`src/include/rt_opt_pkg.sv`:
```
package rt_opt_pkg;
	// ------------------------------------------------------------
	// Register map (word addresses on the host port)
	// ------------------------------------------------------------
	localparam logic [15:0] ADDR_MASTER_SETUP = 16'h0000;
	localparam logic [15:0] ADDR_T1_OPTIONS = 16'h0010;
	localparam logic [15:0] ADDR_T2_OPTIONS = 16'h0011;
	localparam logic [15:0] ADDR_T1_SELFTEST = 16'h001e;
	localparam logic [15:0] ADDR_T1_ALT_SELFTEST = 16'h001f;
	localparam logic [15:0] ADDR_T2_SELFTEST = 16'h0027;
	localparam logic [15:0] ADDR_T2_ALT_SELFTEST = 16'h0028;

	// ------------------------------------------------------------
	// Field positions
	// ------------------------------------------------------------
	localparam int BIT_UNDEF_INVALID = 9;
	localparam int BIT_SEP_BCAST = 8;
	localparam int BIT_SIMPLIFIED = 7;
	localparam int BIT_TEMP_RX = 6;
	localparam int BIT_ALT_WORD = 5;
	localparam int BIT_T1_EXEC = 0;
	localparam int BIT_T2_EXEC = 1;
	localparam logic [15:0] OPTION_MASK = 16'h03e0;
	localparam logic [15:0] RESET_WORD = 16'h0000;

	// ------------------------------------------------------------
	// Mode code constants
	// ------------------------------------------------------------
	localparam logic [4:0] MC_RX_LAST_LOW = 5'h0f;
	localparam logic [4:0] MC_16 = 5'h10;
	localparam logic [4:0] MC_17 = 5'h11;
	localparam logic [4:0] MC_18 = 5'h12;
	localparam logic [4:0] MC_19 = 5'h13;
	localparam logic [4:0] MC_20 = 5'h14;
	localparam logic [4:0] MC_21 = 5'h15;
	localparam int HOLD_WORDS = 32;

	// Mode command decode request from the protocol engine
	typedef struct packed {
		logic valid;
		logic term_sel;
		logic tx_dir;
		logic [4:0] code;
		logic illegal;
		logic bcast;
	} mode_req_s;

	// Decode answer to the protocol engine
	typedef struct packed {
		logic valid;
		logic respond;
		logic update_status;
		logic msg_error;
		logic status_only;
		logic simplified;
		logic send_word;
		logic [15:0] word;
	} mode_ans_s;

	typedef enum logic [1:0] {
		ST_IDLE = 2'b00,
		ST_COLLECT = 2'b01,
		ST_COMMIT = 2'b10
	} hold_state_e;
endpackage

```
`src/rt_option_bits.sv`:
```
// Contract
// - Transmit codes 17,20,21 are undefined
// - Receive codes 0 to 15 are undefined
// - Receive codes 16,18,19 are undefined
// - Invalid option resets low; undefined accepted
// - Legal accepted code answers, updates status
// - Illegal code: error, status word only
// - Option high: undefined codes fully ignored
// - Option high: broadcast data kept in separate buffers
// - Option low: broadcast shares normal buffer
// - Simplified option selects simplified mode handling
// - Temp option collects words in 32-word buffer
// - Copy held words only after clean message
// - Alt option low: answer self-test word
// - Alt option high: answer alternate test word
//
// Strobed register access was decided locally.
`timescale 1ns/1ps
`default_nettype none
module rt_option_bits #(
	parameter int DEPTH = rt_opt_pkg::HOLD_WORDS
) (
	input wire logic i_ref_clk,
	input wire logic i_rst,
	input wire logic [15:0] i_addr,
	input wire logic [15:0] i_wdata,
	input wire logic i_wr,
	input wire logic i_rd,
	output logic [15:0] o_rdata,
	input wire rt_opt_pkg::mode_req_s i_mode_req,
	output rt_opt_pkg::mode_ans_s o_mode_ans,
	input wire logic [15:0] i_selftest_status,
	input wire logic i_rx_word_valid,
	input wire logic i_rx_term_sel,
	input wire logic i_rx_bcast,
	input wire logic [15:0] i_rx_word,
	input wire logic i_msg_done,
	input wire logic i_msg_error,
	output logic o_store_valid,
	output logic o_store_term_sel,
	output logic o_store_bcast_area,
	output logic [4:0] o_store_index,
	output logic [15:0] o_store_word,
	output logic [1:0] o_separate_bcast,
	output logic [1:0] o_temp_rx_enable
);
	localparam int IW = $clog2(DEPTH);

	// ------------------------------------------------------------
	// Register file
	// ------------------------------------------------------------
	logic [15:0] master_r, master_nxt;
	logic [15:0] opt_r [2];
	logic [15:0] opt_nxt [2];
	logic [15:0] stw_r [2];
	logic [15:0] stw_nxt [2];
	logic [15:0] alt_r [2];
	logic [15:0] alt_nxt [2];
	logic [15:0] rdata_r, rdata_nxt;

	// Host writes; each terminal copy is separate so a write touches one only
	always_comb begin
		master_nxt = master_r;
		opt_nxt = opt_r;
		stw_nxt = stw_r;
		alt_nxt = alt_r;
		// Device-controlled self-test bits track the protocol engine
		stw_nxt[0] = i_selftest_status;
		stw_nxt[1] = i_selftest_status;
		if (i_wr) begin
			case (i_addr)
				rt_opt_pkg::ADDR_MASTER_SETUP: master_nxt = i_wdata;
				rt_opt_pkg::ADDR_T1_OPTIONS: opt_nxt[0] = i_wdata & rt_opt_pkg::OPTION_MASK;
				rt_opt_pkg::ADDR_T2_OPTIONS: opt_nxt[1] = i_wdata & rt_opt_pkg::OPTION_MASK;
				rt_opt_pkg::ADDR_T1_ALT_SELFTEST: alt_nxt[0] = i_wdata;
				rt_opt_pkg::ADDR_T2_ALT_SELFTEST: alt_nxt[1] = i_wdata;
				default: begin
				end
			endcase
		end
		// Temp option is only meaningful with both terminals stopped; hold old value otherwise
		for (int t = 0; t < 2; t++) begin
			if (master_r[rt_opt_pkg::BIT_T1_EXEC] || master_r[rt_opt_pkg::BIT_T2_EXEC]) begin
				opt_nxt[t][rt_opt_pkg::BIT_TEMP_RX] = opt_r[t][rt_opt_pkg::BIT_TEMP_RX];
			end
		end
	end

	// Read mux, answer in the cycle after the strobe
	always_comb begin
		rdata_nxt = 16'h0000;
		if (i_rd) begin
			case (i_addr)
				rt_opt_pkg::ADDR_MASTER_SETUP: rdata_nxt = master_r;
				rt_opt_pkg::ADDR_T1_OPTIONS: rdata_nxt = opt_r[0];
				rt_opt_pkg::ADDR_T2_OPTIONS: rdata_nxt = opt_r[1];
				rt_opt_pkg::ADDR_T1_SELFTEST: rdata_nxt = stw_r[0];
				rt_opt_pkg::ADDR_T1_ALT_SELFTEST: rdata_nxt = alt_r[0];
				rt_opt_pkg::ADDR_T2_SELFTEST: rdata_nxt = stw_r[1];
				rt_opt_pkg::ADDR_T2_ALT_SELFTEST: rdata_nxt = alt_r[1];
				default: rdata_nxt = 16'h0000;
			endcase
		end
	end

	// Options clear on master reset
	always_ff @(posedge i_ref_clk or posedge i_rst) begin
		if (i_rst) begin
			master_r <= rt_opt_pkg::RESET_WORD;
			opt_r[0] <= rt_opt_pkg::RESET_WORD;
			opt_r[1] <= rt_opt_pkg::RESET_WORD;
			stw_r[0] <= rt_opt_pkg::RESET_WORD;
			stw_r[1] <= rt_opt_pkg::RESET_WORD;
			alt_r[0] <= rt_opt_pkg::RESET_WORD;
			alt_r[1] <= rt_opt_pkg::RESET_WORD;
			rdata_r <= rt_opt_pkg::RESET_WORD;
		end else begin
			master_r <= master_nxt;
			opt_r <= opt_nxt;
			stw_r <= stw_nxt;
			alt_r <= alt_nxt;
			rdata_r <= rdata_nxt;
		end
	end
	assign o_rdata = rdata_r;

	// ------------------------------------------------------------
	// Mode command decode
	// ------------------------------------------------------------
	rt_opt_pkg::mode_ans_s ans_r, ans_nxt;
	logic undef_code;
	logic [15:0] sel_opt;

	// Undefined code set: receive 0..16,18,19 and transmit 17,20,21
	always_comb begin
		sel_opt = opt_r[i_mode_req.term_sel];
		if (i_mode_req.tx_dir) begin
			undef_code = (i_mode_req.code == rt_opt_pkg::MC_17) ||
				(i_mode_req.code == rt_opt_pkg::MC_20) || (i_mode_req.code == rt_opt_pkg::MC_21);
		end else begin
			undef_code = (i_mode_req.code <= rt_opt_pkg::MC_RX_LAST_LOW) ||
				(i_mode_req.code == rt_opt_pkg::MC_16) || (i_mode_req.code == rt_opt_pkg::MC_18) ||
				(i_mode_req.code == rt_opt_pkg::MC_19);
		end
	end

	// Answer one cycle after each request
	always_comb begin
		ans_nxt = '0;
		if (i_mode_req.valid) begin
			ans_nxt.valid = 1'b1;
			if (undef_code && sel_opt[rt_opt_pkg::BIT_UNDEF_INVALID]) begin
				// No recognition, no reply, no status capture
				ans_nxt.respond = 1'b0;
			end else if (i_mode_req.illegal) begin
				ans_nxt.msg_error = 1'b1;
				ans_nxt.update_status = 1'b1;
				ans_nxt.respond = !i_mode_req.bcast;
				ans_nxt.status_only = !i_mode_req.bcast;
				ans_nxt.simplified = sel_opt[rt_opt_pkg::BIT_SIMPLIFIED];
			end else begin
				ans_nxt.respond = !i_mode_req.bcast;
				ans_nxt.update_status = 1'b1;
				ans_nxt.simplified = sel_opt[rt_opt_pkg::BIT_SIMPLIFIED];
				if (i_mode_req.tx_dir && i_mode_req.code == rt_opt_pkg::MC_19 && !i_mode_req.bcast) begin
					ans_nxt.send_word = 1'b1;
					ans_nxt.word = sel_opt[rt_opt_pkg::BIT_ALT_WORD] ? alt_r[i_mode_req.term_sel]
						: stw_r[i_mode_req.term_sel];
				end
			end
		end
	end

	always_ff @(posedge i_ref_clk or posedge i_rst) begin
		if (i_rst) begin
			ans_r <= '0;
		end else begin
			ans_r <= ans_nxt;
		end
	end
	assign o_mode_ans = ans_r;

	// ------------------------------------------------------------
	// Temporary receive holding buffer
	// ------------------------------------------------------------
	logic [15:0] hold_mem [DEPTH];
	rt_opt_pkg::hold_state_e st_r, st_nxt;
	logic [IW-1:0] cnt_r, cnt_nxt, rd_r, rd_nxt;
	logic term_r, term_nxt, bc_r, bc_nxt;
	logic sv_r, sv_nxt, st_term_r, st_term_nxt, st_bc_r, st_bc_nxt;
	logic [4:0] sidx_r, sidx_nxt;
	logic [15:0] sword_r, sword_nxt;
	logic [1:0] sep_r, tmp_r;
	logic direct;

	// Direct path when the owning terminal has the holding buffer off
	assign direct = !opt_r[i_rx_term_sel][rt_opt_pkg::BIT_TEMP_RX];

	always_comb begin
		st_nxt = st_r;
		cnt_nxt = cnt_r;
		rd_nxt = rd_r;
		term_nxt = term_r;
		bc_nxt = bc_r;
		sv_nxt = 1'b0;
		st_term_nxt = st_term_r;
		st_bc_nxt = st_bc_r;
		sidx_nxt = sidx_r;
		sword_nxt = sword_r;
		case (st_r)
			rt_opt_pkg::ST_IDLE: begin
				if (i_rx_word_valid && direct) begin
					sv_nxt = 1'b1;
					st_term_nxt = i_rx_term_sel;
					st_bc_nxt = i_rx_bcast && opt_r[i_rx_term_sel][rt_opt_pkg::BIT_SEP_BCAST];
					sidx_nxt = 5'(cnt_r);
					sword_nxt = i_rx_word;
					cnt_nxt = i_msg_done ? '0 : IW'(cnt_r + 1'b1);
				end else if (i_rx_word_valid) begin
					st_nxt = rt_opt_pkg::ST_COLLECT;
					term_nxt = i_rx_term_sel;
					bc_nxt = i_rx_bcast;
					cnt_nxt = IW'(1);
				end else if (i_msg_done) begin
					cnt_nxt = '0;
				end
			end
			rt_opt_pkg::ST_COLLECT: begin
				if (i_msg_done && i_msg_error) begin
					st_nxt = rt_opt_pkg::ST_IDLE;
					cnt_nxt = '0;
				end else if (i_msg_done) begin
					st_nxt = rt_opt_pkg::ST_COMMIT;
					rd_nxt = '0;
				end else if (i_rx_word_valid) begin
					cnt_nxt = IW'(cnt_r + 1'b1);
				end
			end
			rt_opt_pkg::ST_COMMIT: begin
				sv_nxt = 1'b1;
				st_term_nxt = term_r;
				st_bc_nxt = bc_r && opt_r[term_r][rt_opt_pkg::BIT_SEP_BCAST];
				sidx_nxt = 5'(rd_r);
				sword_nxt = hold_mem[rd_r];
				rd_nxt = IW'(rd_r + 1'b1);
				if (IW'(rd_r + 1'b1) == cnt_r || rd_r == IW'(DEPTH - 1)) begin
					st_nxt = rt_opt_pkg::ST_IDLE;
					cnt_nxt = '0;
				end
			end
			default: st_nxt = rt_opt_pkg::ST_IDLE;
		endcase
	end

	// Holding memory write, no reset needed on data storage
	always_ff @(posedge i_ref_clk) begin
		if (i_rx_word_valid && !direct) begin
			hold_mem[(st_r == rt_opt_pkg::ST_COLLECT) ? cnt_r : '0] <= i_rx_word;
		end
	end

	always_ff @(posedge i_ref_clk or posedge i_rst) begin
		if (i_rst) begin
			st_r <= rt_opt_pkg::ST_IDLE;
			cnt_r <= '0;
			rd_r <= '0;
			term_r <= 1'b0;
			bc_r <= 1'b0;
			sv_r <= 1'b0;
			st_term_r <= 1'b0;
			st_bc_r <= 1'b0;
			sidx_r <= 5'h00;
			sword_r <= 16'h0000;
			sep_r <= 2'h0;
			tmp_r <= 2'h0;
		end else begin
			st_r <= st_nxt;
			cnt_r <= cnt_nxt;
			rd_r <= rd_nxt;
			term_r <= term_nxt;
			bc_r <= bc_nxt;
			sv_r <= sv_nxt;
			st_term_r <= st_term_nxt;
			st_bc_r <= st_bc_nxt;
			sidx_r <= sidx_nxt;
			sword_r <= sword_nxt;
			sep_r <= {opt_nxt[1][rt_opt_pkg::BIT_SEP_BCAST], opt_nxt[0][rt_opt_pkg::BIT_SEP_BCAST]};
			tmp_r <= {opt_nxt[1][rt_opt_pkg::BIT_TEMP_RX], opt_nxt[0][rt_opt_pkg::BIT_TEMP_RX]};
		end
	end

	assign o_store_valid = sv_r;
	assign o_store_term_sel = st_term_r;
	assign o_store_bcast_area = st_bc_r;
	assign o_store_index = sidx_r;
	assign o_store_word = sword_r;
	assign o_separate_bcast = sep_r;
	assign o_temp_rx_enable = tmp_r;
endmodule
`default_nettype wire

```
`config.mk`:
```
export PLATFORM = sky130hd
export DESIGN_NAME = rt_option_bits
export DESIGN_NICKNAME = d
export VERILOG_FILES = /design/src/include/rt_opt_pkg.sv /design/src/rt_option_bits.sv
export SDC_FILE = /design/constraint.sdc
export NUM_CORES = 1
export LEC_CHECK = 0
export BUFFER_PORTS_ARGS = -buffer_cell sky130_fd_sc_hd__buf_2
export CAP_MARGIN = 10
export CORE_MARGIN = 3
export CORE_UTILIZATION = 40
export CTS_CLUSTER_DIAMETER = 120
export DETAILED_ROUTE_END_ITERATION = 10
export PLACE_DENSITY = 0.55
export REMOVE_ABC_BUFFERS = 1
export SLEW_MARGIN = 20
export SYNTH_ARGS = -nofsm -noshare
export SYNTH_HDL_FRONTEND = slang
export SYNTH_SLANG_ARGS = --single-unit
```
`constraint.sdc`:
```
create_clock -name i_ref_clk -period 5.2 [get_ports i_ref_clk]
set_input_delay 0.52 -clock i_ref_clk [delete_from_list [all_inputs] [get_ports i_ref_clk]]
set_output_delay 0.52 -clock i_ref_clk [all_outputs]
set_load 0.01 [all_outputs]
```
# After elaboration in Yosys (flattened, before gate mapping)
# Memories as Yosys holds them, arrays and structs flattened.
# Index checks and enable logic that the tools add are counted.
op_classes:
  addsub: 2
  magnitude_cmp: 4
  eq_ne: 26
  n_mux: 59
  bitwise: 4
  n_reduce_logical: 33
op_table:
  columns: ["op", "n"]
  rows:
  - ["$mux W16", 8]
  - ["$pmux W16 S6", 1]
  - ["$eq A16 B5 Y1 const B", 4]
  - ["$mux W9", 7]
  - ["$mux W5", 11]
  - ["$mux W10", 4]
  - ["$eq A5 B5 Y1 const B", 7]
  - ["$mux W17", 2]
  - ["$eq A16 B6 Y1 const B", 2]
  - ["$pmux W16 S2", 1]
  - ["$mux W25", 1]
  - ["$mux W23", 1]
  - ["$mux W21", 1]
  - ["$pmux W5 S2", 2]
  - ["$logic_not A16 Y1", 1]
  - ["$pmux W5 S3", 1]
  - ["$mux W2", 6]
  - ["$ne A2 B2 Y1 const B", 6]
  - ["$reduce_and A2 Y1", 6]
  - ["$add A5 B1 Y5 const B", 2]
  - ["$mux W1", 9]
  - ["$ne A3 B3 Y1 const B", 3]
  - ["$logic_and A1 B1 Y1", 8]
  - ["$logic_or A1 B1 Y1", 7]
  - ["18 further kinds", 27]
word_totals:
  ff_bits: 155
  ram_bits: 512
  input_bits: 83
  out_inout_bits: 67
  elab_cells: 158
  n_memories: 1
memory_table:
  columns: ["name", "words", "word_bits", "read_ports", "rd_clocked_by_memory_dff", "write_ports", "line_no", "source"]
  rows:
  - ["hold_mem", 32, 16, 1, 0, 1, "rt_option_bits.sv:186", "logic [15:0] hold_mem [DEPTH];"]

# Depth between registers and ports, before layout
logic_depth:
  word_depth: 9
  mapped_depth: 10
  mapped_depth_nobuf: 8

# Worst setup path before layout
# No wires, ideal clock.
synth_timing:
  path_kind: "reg-to-reg"
  start: "reg rd_r[2]"
  end: "reg cnt_r[0]"
  setup_time_ns: 0.125
  arrival_time_ns: 2.594
  required_ns: 5.075
  setup_slack_ns: 2.481
  path_stages_with_launch: 11
  path_buffers: 3
  period_less_slack_ns: 2.719
  cell_sequence: "dfrtp_1 > clkbuf_1 > buf_2 > clkbuf_1 > and3_1 > ha_1 > xor2_1 > nor3_1 > a311oi_2 > or2_1 > mux2_2"
synth_between:
  elab_chain_cells: 5
  elab_cells_between_ends: 6
  classes_between: "1 x add/sub; 3 x eq/ne; 2 x reduce/logical"
synth_lines:
  columns: ["item", "line_no", "source"]
  rows:
  - ["start: declaration", "rt_option_bits.sv:188", "logic [IW-1:0] cnt_r, cnt_nxt, rd_r, rd_nxt;"]
  - ["start signal: assignment", "rt_option_bits.sv:279", "rd_r <= rd_nxt;"]
  - ["$add A5 B1 Y5", "rt_option_bits.sv:246", "if (IW'(rd_r + 1'b1) == cnt_r || rd_r == IW'(DEPTH - 1)) begin"]
  - ["$eq A5 B5 Y1", "rt_option_bits.sv:246", null]
  - ["$logic_or A1 B1 Y1 (*)", "rt_option_bits.sv:246", null]
  - ["$ne A2 B2 Y1 (no source line) (*)", null, null]
  - ["$reduce_and A5 Y1 (no source line) (*)", null, null]
  - ["end signal: assignment", "rt_option_bits.sv:278", "cnt_r <= cnt_nxt;"]
  - ["end: declaration", "rt_option_bits.sv:188", null]
# Every way passes the cells marked *; elsewhere a longest branch is shown, timed or not.
# A chain may end at the register's enable or synchronous reset.

# Worst setup path after layout
layout_timing:
  start: "reg st_r[0]"
  end: "reg sword_r[3], in the netlist o_store_word[3]"
layout_between:
  elab_chain_cells: 3
  elab_cells_between_ends: 6
  classes_between: "2 x eq/ne; 1 x mux; 3 x reduce/logical"
layout_lines:
  columns: ["item", "line_no", "source"]
  rows:
  - ["start: declaration", "rt_option_bits.sv:187", "rt_opt_pkg::hold_state_e st_r, st_nxt;"]
  - ["start signal: assignment", "rt_option_bits.sv:264", "st_r <= rt_opt_pkg::ST_IDLE;"]
  - ["start signal: assignment", "rt_option_bits.sv:277", "st_r <= st_nxt;"]
  - ["$eq A2 B2 Y1 / $logic_not A2 Y1 (equally long branches)", "rt_option_bits.sv:210", "case (st_r)"]
  - ["$reduce_bool A2 Y1 (no source line) / $ne A2 B2 Y1 (equally long branches)", null, null]
  - ["$reduce_and A2 Y1 (no source line)", null, null]
  - ["end signal: assignment", "rt_option_bits.sv:286", "sword_r <= sword_nxt;"]
  - ["end: declaration", "rt_option_bits.sv:192", "logic [15:0] sword_r, sword_nxt;"]
# Several ways; a longest one is shown, not always the timed one.

==> flow_summary.json <==
{
  "status": "finished clean",
  "antenna_found_initial": 4,
  "cts-root-buf": "clkbuf_16",
  "cts_tree": "done",
  "numPortBuffers": 149,
  "first_pass_iters": 6,
  "start_kind": "register",
  "maxCapViolCount": 0,
  "place_hpwl_mm": 42.4,
  "die_h_um": 263,
  "dp_cells": 2432,
  "critical_path_class": "register to register",
  "clk_pin_slew_ns": 0.06,
  "grt_overflow_total": 0,
  "ys_warn_count": 0,
  "rows": 93,
  "min_period_over_period": 0.614,
  "cp_max_fo": 20,
  "ant_nets": 0,
  "min_from": "i_selftest_status[4]",
  "hold_depth": 1,
  "grt_setup_unrepaired": "false",
  "tns_ns": 0,
  "synth_edf_count": 512,
  "vdd_ir_drop_max_mv": 0.252,
  "yosysSeqAreaShare": 0.726,
  "ff2ff_path_depth": 8,
  "cts_buffers": 71,
  "holdPathEnd": "stw_r[4]$_DFF_PP0_",
  "clockBufferDepth": 3,
  "rrSetupSlack_ns": 2.01,
  "place_area_um2": 28200,
  "cp.required_ns": 5.74,
  "drt_wl_total_mm": 69.4,
  "layout_commonest_cell": "edfxtp_1",
  "final_core_util": 0.470,
  "gp_congestion": 0.870,
  "postSynthAreaPerCell_um2": 17.9,
  "clock_latency_ns": 0.60,
  "first_global_vias": 14919,
  "synth-main-ff-cell": "edfxtp_1",
  "cp_data_arrival_time_ns": 3.74,
  "vias": 14614,
  "core_um2": 64800,
  "holdCritPathClass": "primary input to register",
  "design_area_um2": 30500,
  "viasPerCell": 5.68,
  "netlist_instances": 1477,
  "relSlewSlack": 0.267,
  "synthArstFlopShare": 0.228,
  "hold_ws_ns": 0.0318,
  "rr_endpoint": "o_store_word[3]$_DFFE_PP0P_",
  "leakage_nw": 10.6,
  "die_width_um": 263,
  "syn_area_um2": 26400,
  "initial_core_util": 0.407,
  "die_area_um2": 69100,
  "h-tree-depth": 3,
  "grt_first_pass_wirelength_mm": 102,
  "power_density_nw_per_um2": 356,
  "drive_gt1_frac": 0.288,
  "synth_seq_cells": 663,
  "maxSlewViolCount": 0,
  "hold_viol": 0,
  "area_growth_pct": 15.5,
  "drt_iter0_drc": 1368,
  "finalSetupViolations": 0,
  "io-pin-count": 150,
  "ys_types": 68,
  "grt.total_usage": 0.200,
  "worstSetupEndpointType": "register",
  "tightest_slew_ns": 1.10,
  "worstReg2RegStart": "st_r[0]$_DFFE_PP0P_",
  "fmax_ghz": 0.313,
  "finish.net_count": 1750,
  "postCtsSetupBuffers": 0,
  "final_cell_mix": "512 x edfxtp_1, 149 x buf_2, 148 x dfrtp_1",
  "min_period_ns": 3.19,
  "cts_num_sinks": 663,
  "drc": 0,
  "fin_cells": 2571,
  "finalClockSkew_ns": 0.0229,
  "detail_route.wl_per_cell_um": 27.0,
  "grt_max_degree": 86
}
## what timing repair did
action / 4_1_cts / 5_1_grt
endpoints found under the hold margin: 8 / 2
hold buffers: 8 / 2
gates resized for setup: 0 / 0
## worst max path at each step
| stage | from | end | slack [ns] | depth (start not counted) |
|---|---|---|---|---|
| after global routing | rd_r[0]$_DFFE_PP0P_ | cnt_r[0]$_DFFE_PP0P_ | 1.91 | 8 |
| after floorplan | rd_r[0]$_DFFE_PP0P_ | cnt_r[0]$_DFFE_PP0P_ | -2.84 | 8 |
| final | st_r[0]$_DFFE_PP0P_ | o_store_word[3]$_DFFE_PP0P_ | 2.01 | 8 |
| after CTS | st_r[1]$_DFFE_PP0P_ | hold_mem[1][7]$_DFFE_PP_ | 2.07 | 4 |
| after global placement | i_rx_term_sel | hold_mem[1][10]$_DFFE_PP_ | 1.99 | 5 |
| after detailed placement | i_rx_term_sel | hold_mem[1][10]$_DFFE_PP_ | 1.85 | 5 |
## worst max-delay path, cell delays in order (launching register included)
cell,delay (ns)
dfrtp_1,0.42
inv_1,0.11
ha_1,0.15
buf_4,0.32
nand2b_1,0.43
nor2_1,0.54
o21ai_0,0.17
o21ai_0,0.72
o32a_1,0.25
## registers in the layout, summed over array words and instances, names as in the netlist, 8 cells and up
register / count
stw_r: 16
master_r: 16
o_store_word: 16
hold_mem: 512
o_mode_ans: 23
alt_r: 32
o_rdata: 16
opt_r: 8
## layer usage
metal  vias to the layer above  share of wire  wire length (µm)  global-route usage
met1                      7723           0.41             28600               0.271
li1                       6312              -                 -                   -
met3                       105          0.057              3950              0.0353
met5                         -        0.00019                13                   0
met2                       472           0.51             35200               0.333
met4                         2          0.024              1660              0.0569
## area by class of cell
cell class                 count  area (µm²)
sequential                   663       19200
timing repair buffer         198        1160
fill                        5512       34300
antenna                        1        2.50
clock buffer                  93        1930
inverter                      19        76.3
multi-input combinational    707        6800
tap                          855        1070
clock inverter                35         279
## cells by family (layout without fill, tap and decap cells)
| logic type | count (synthesis) | in the layout | synth area share |
|---|---|---|---|
| buf+inv | 107 | 345 | 0.0186 |
| xor+xnor | 7 | 7 | 0.00232 |
| mux | 257 | 257 | 0.147 |
| other cells | 0 | 1 | 0 |
| flops | 663 | 663 | 0.726 |
| compound gates | 232 | 232 | 0.0635 |
| fa+ha+maj | 7 | 7 | 0.00332 |
| simple gates | 204 | 204 | 0.0393 |
## cells in the mapped netlist, types with 8 or more instances
| cell type | count | area (µm²) |
|---|---|---|
| a22oi_1 | 58 | 435 |
| nand3_1 | 24 | 120 |
| edfxtp_1 | 512 | 15400 |
| mux2_4 | 9 | 135 |
| buf_2 | 18 | 90.1 |
| o22ai_1 | 11 | 68.8 |
| buf_4 | 12 | 90.1 |
| nor3_1 | 10 | 50.1 |
| a2111oi_0 | 16 | 140 |
| mux4_2 | 94 | 2120 |
| o32a_1 | 11 | 110 |
| a21o_1 | 12 | 90.1 |
| nor2b_1 | 9 | 56.3 |
| a31oi_1 | 12 | 75.1 |
| and3_1 | 8 | 50.1 |
| nand2_1 | 41 | 154 |
| a222oi_1 | 11 | 110 |
| mux2_2 | 70 | 788 |
| mux2i_1 | 78 | 781 |
| nor2_1 | 78 | 293 |
| clkbuf_1 | 48 | 180 |
| o21ai_0 | 31 | 155 |
| a21oi_1 | 31 | 155 |
| inv_1 | 18 | 67.6 |
| dfrtp_1 | 151 | 3780 |
## per-stage QoR
step                      setup slack [ns]  total power [W]
after floorplan                      -2.84          0.00593
after global placement                1.99          0.00611
after detailed placement              1.85          0.00612
after CTS                             2.07           0.0109
after global routing                  1.91           0.0112
final                                 2.01           0.0108
## where the power goes
part,total (W),switching [W],internal (W)
Clock,0.00483,0.00205,0.00278
Combinational,0.000247,0.000179,0.0000686
Sequential,0.00576,0.0000259,0.00574
Total,0.0108,0.00226,0.00858
(Power assumes the default switching activity.)
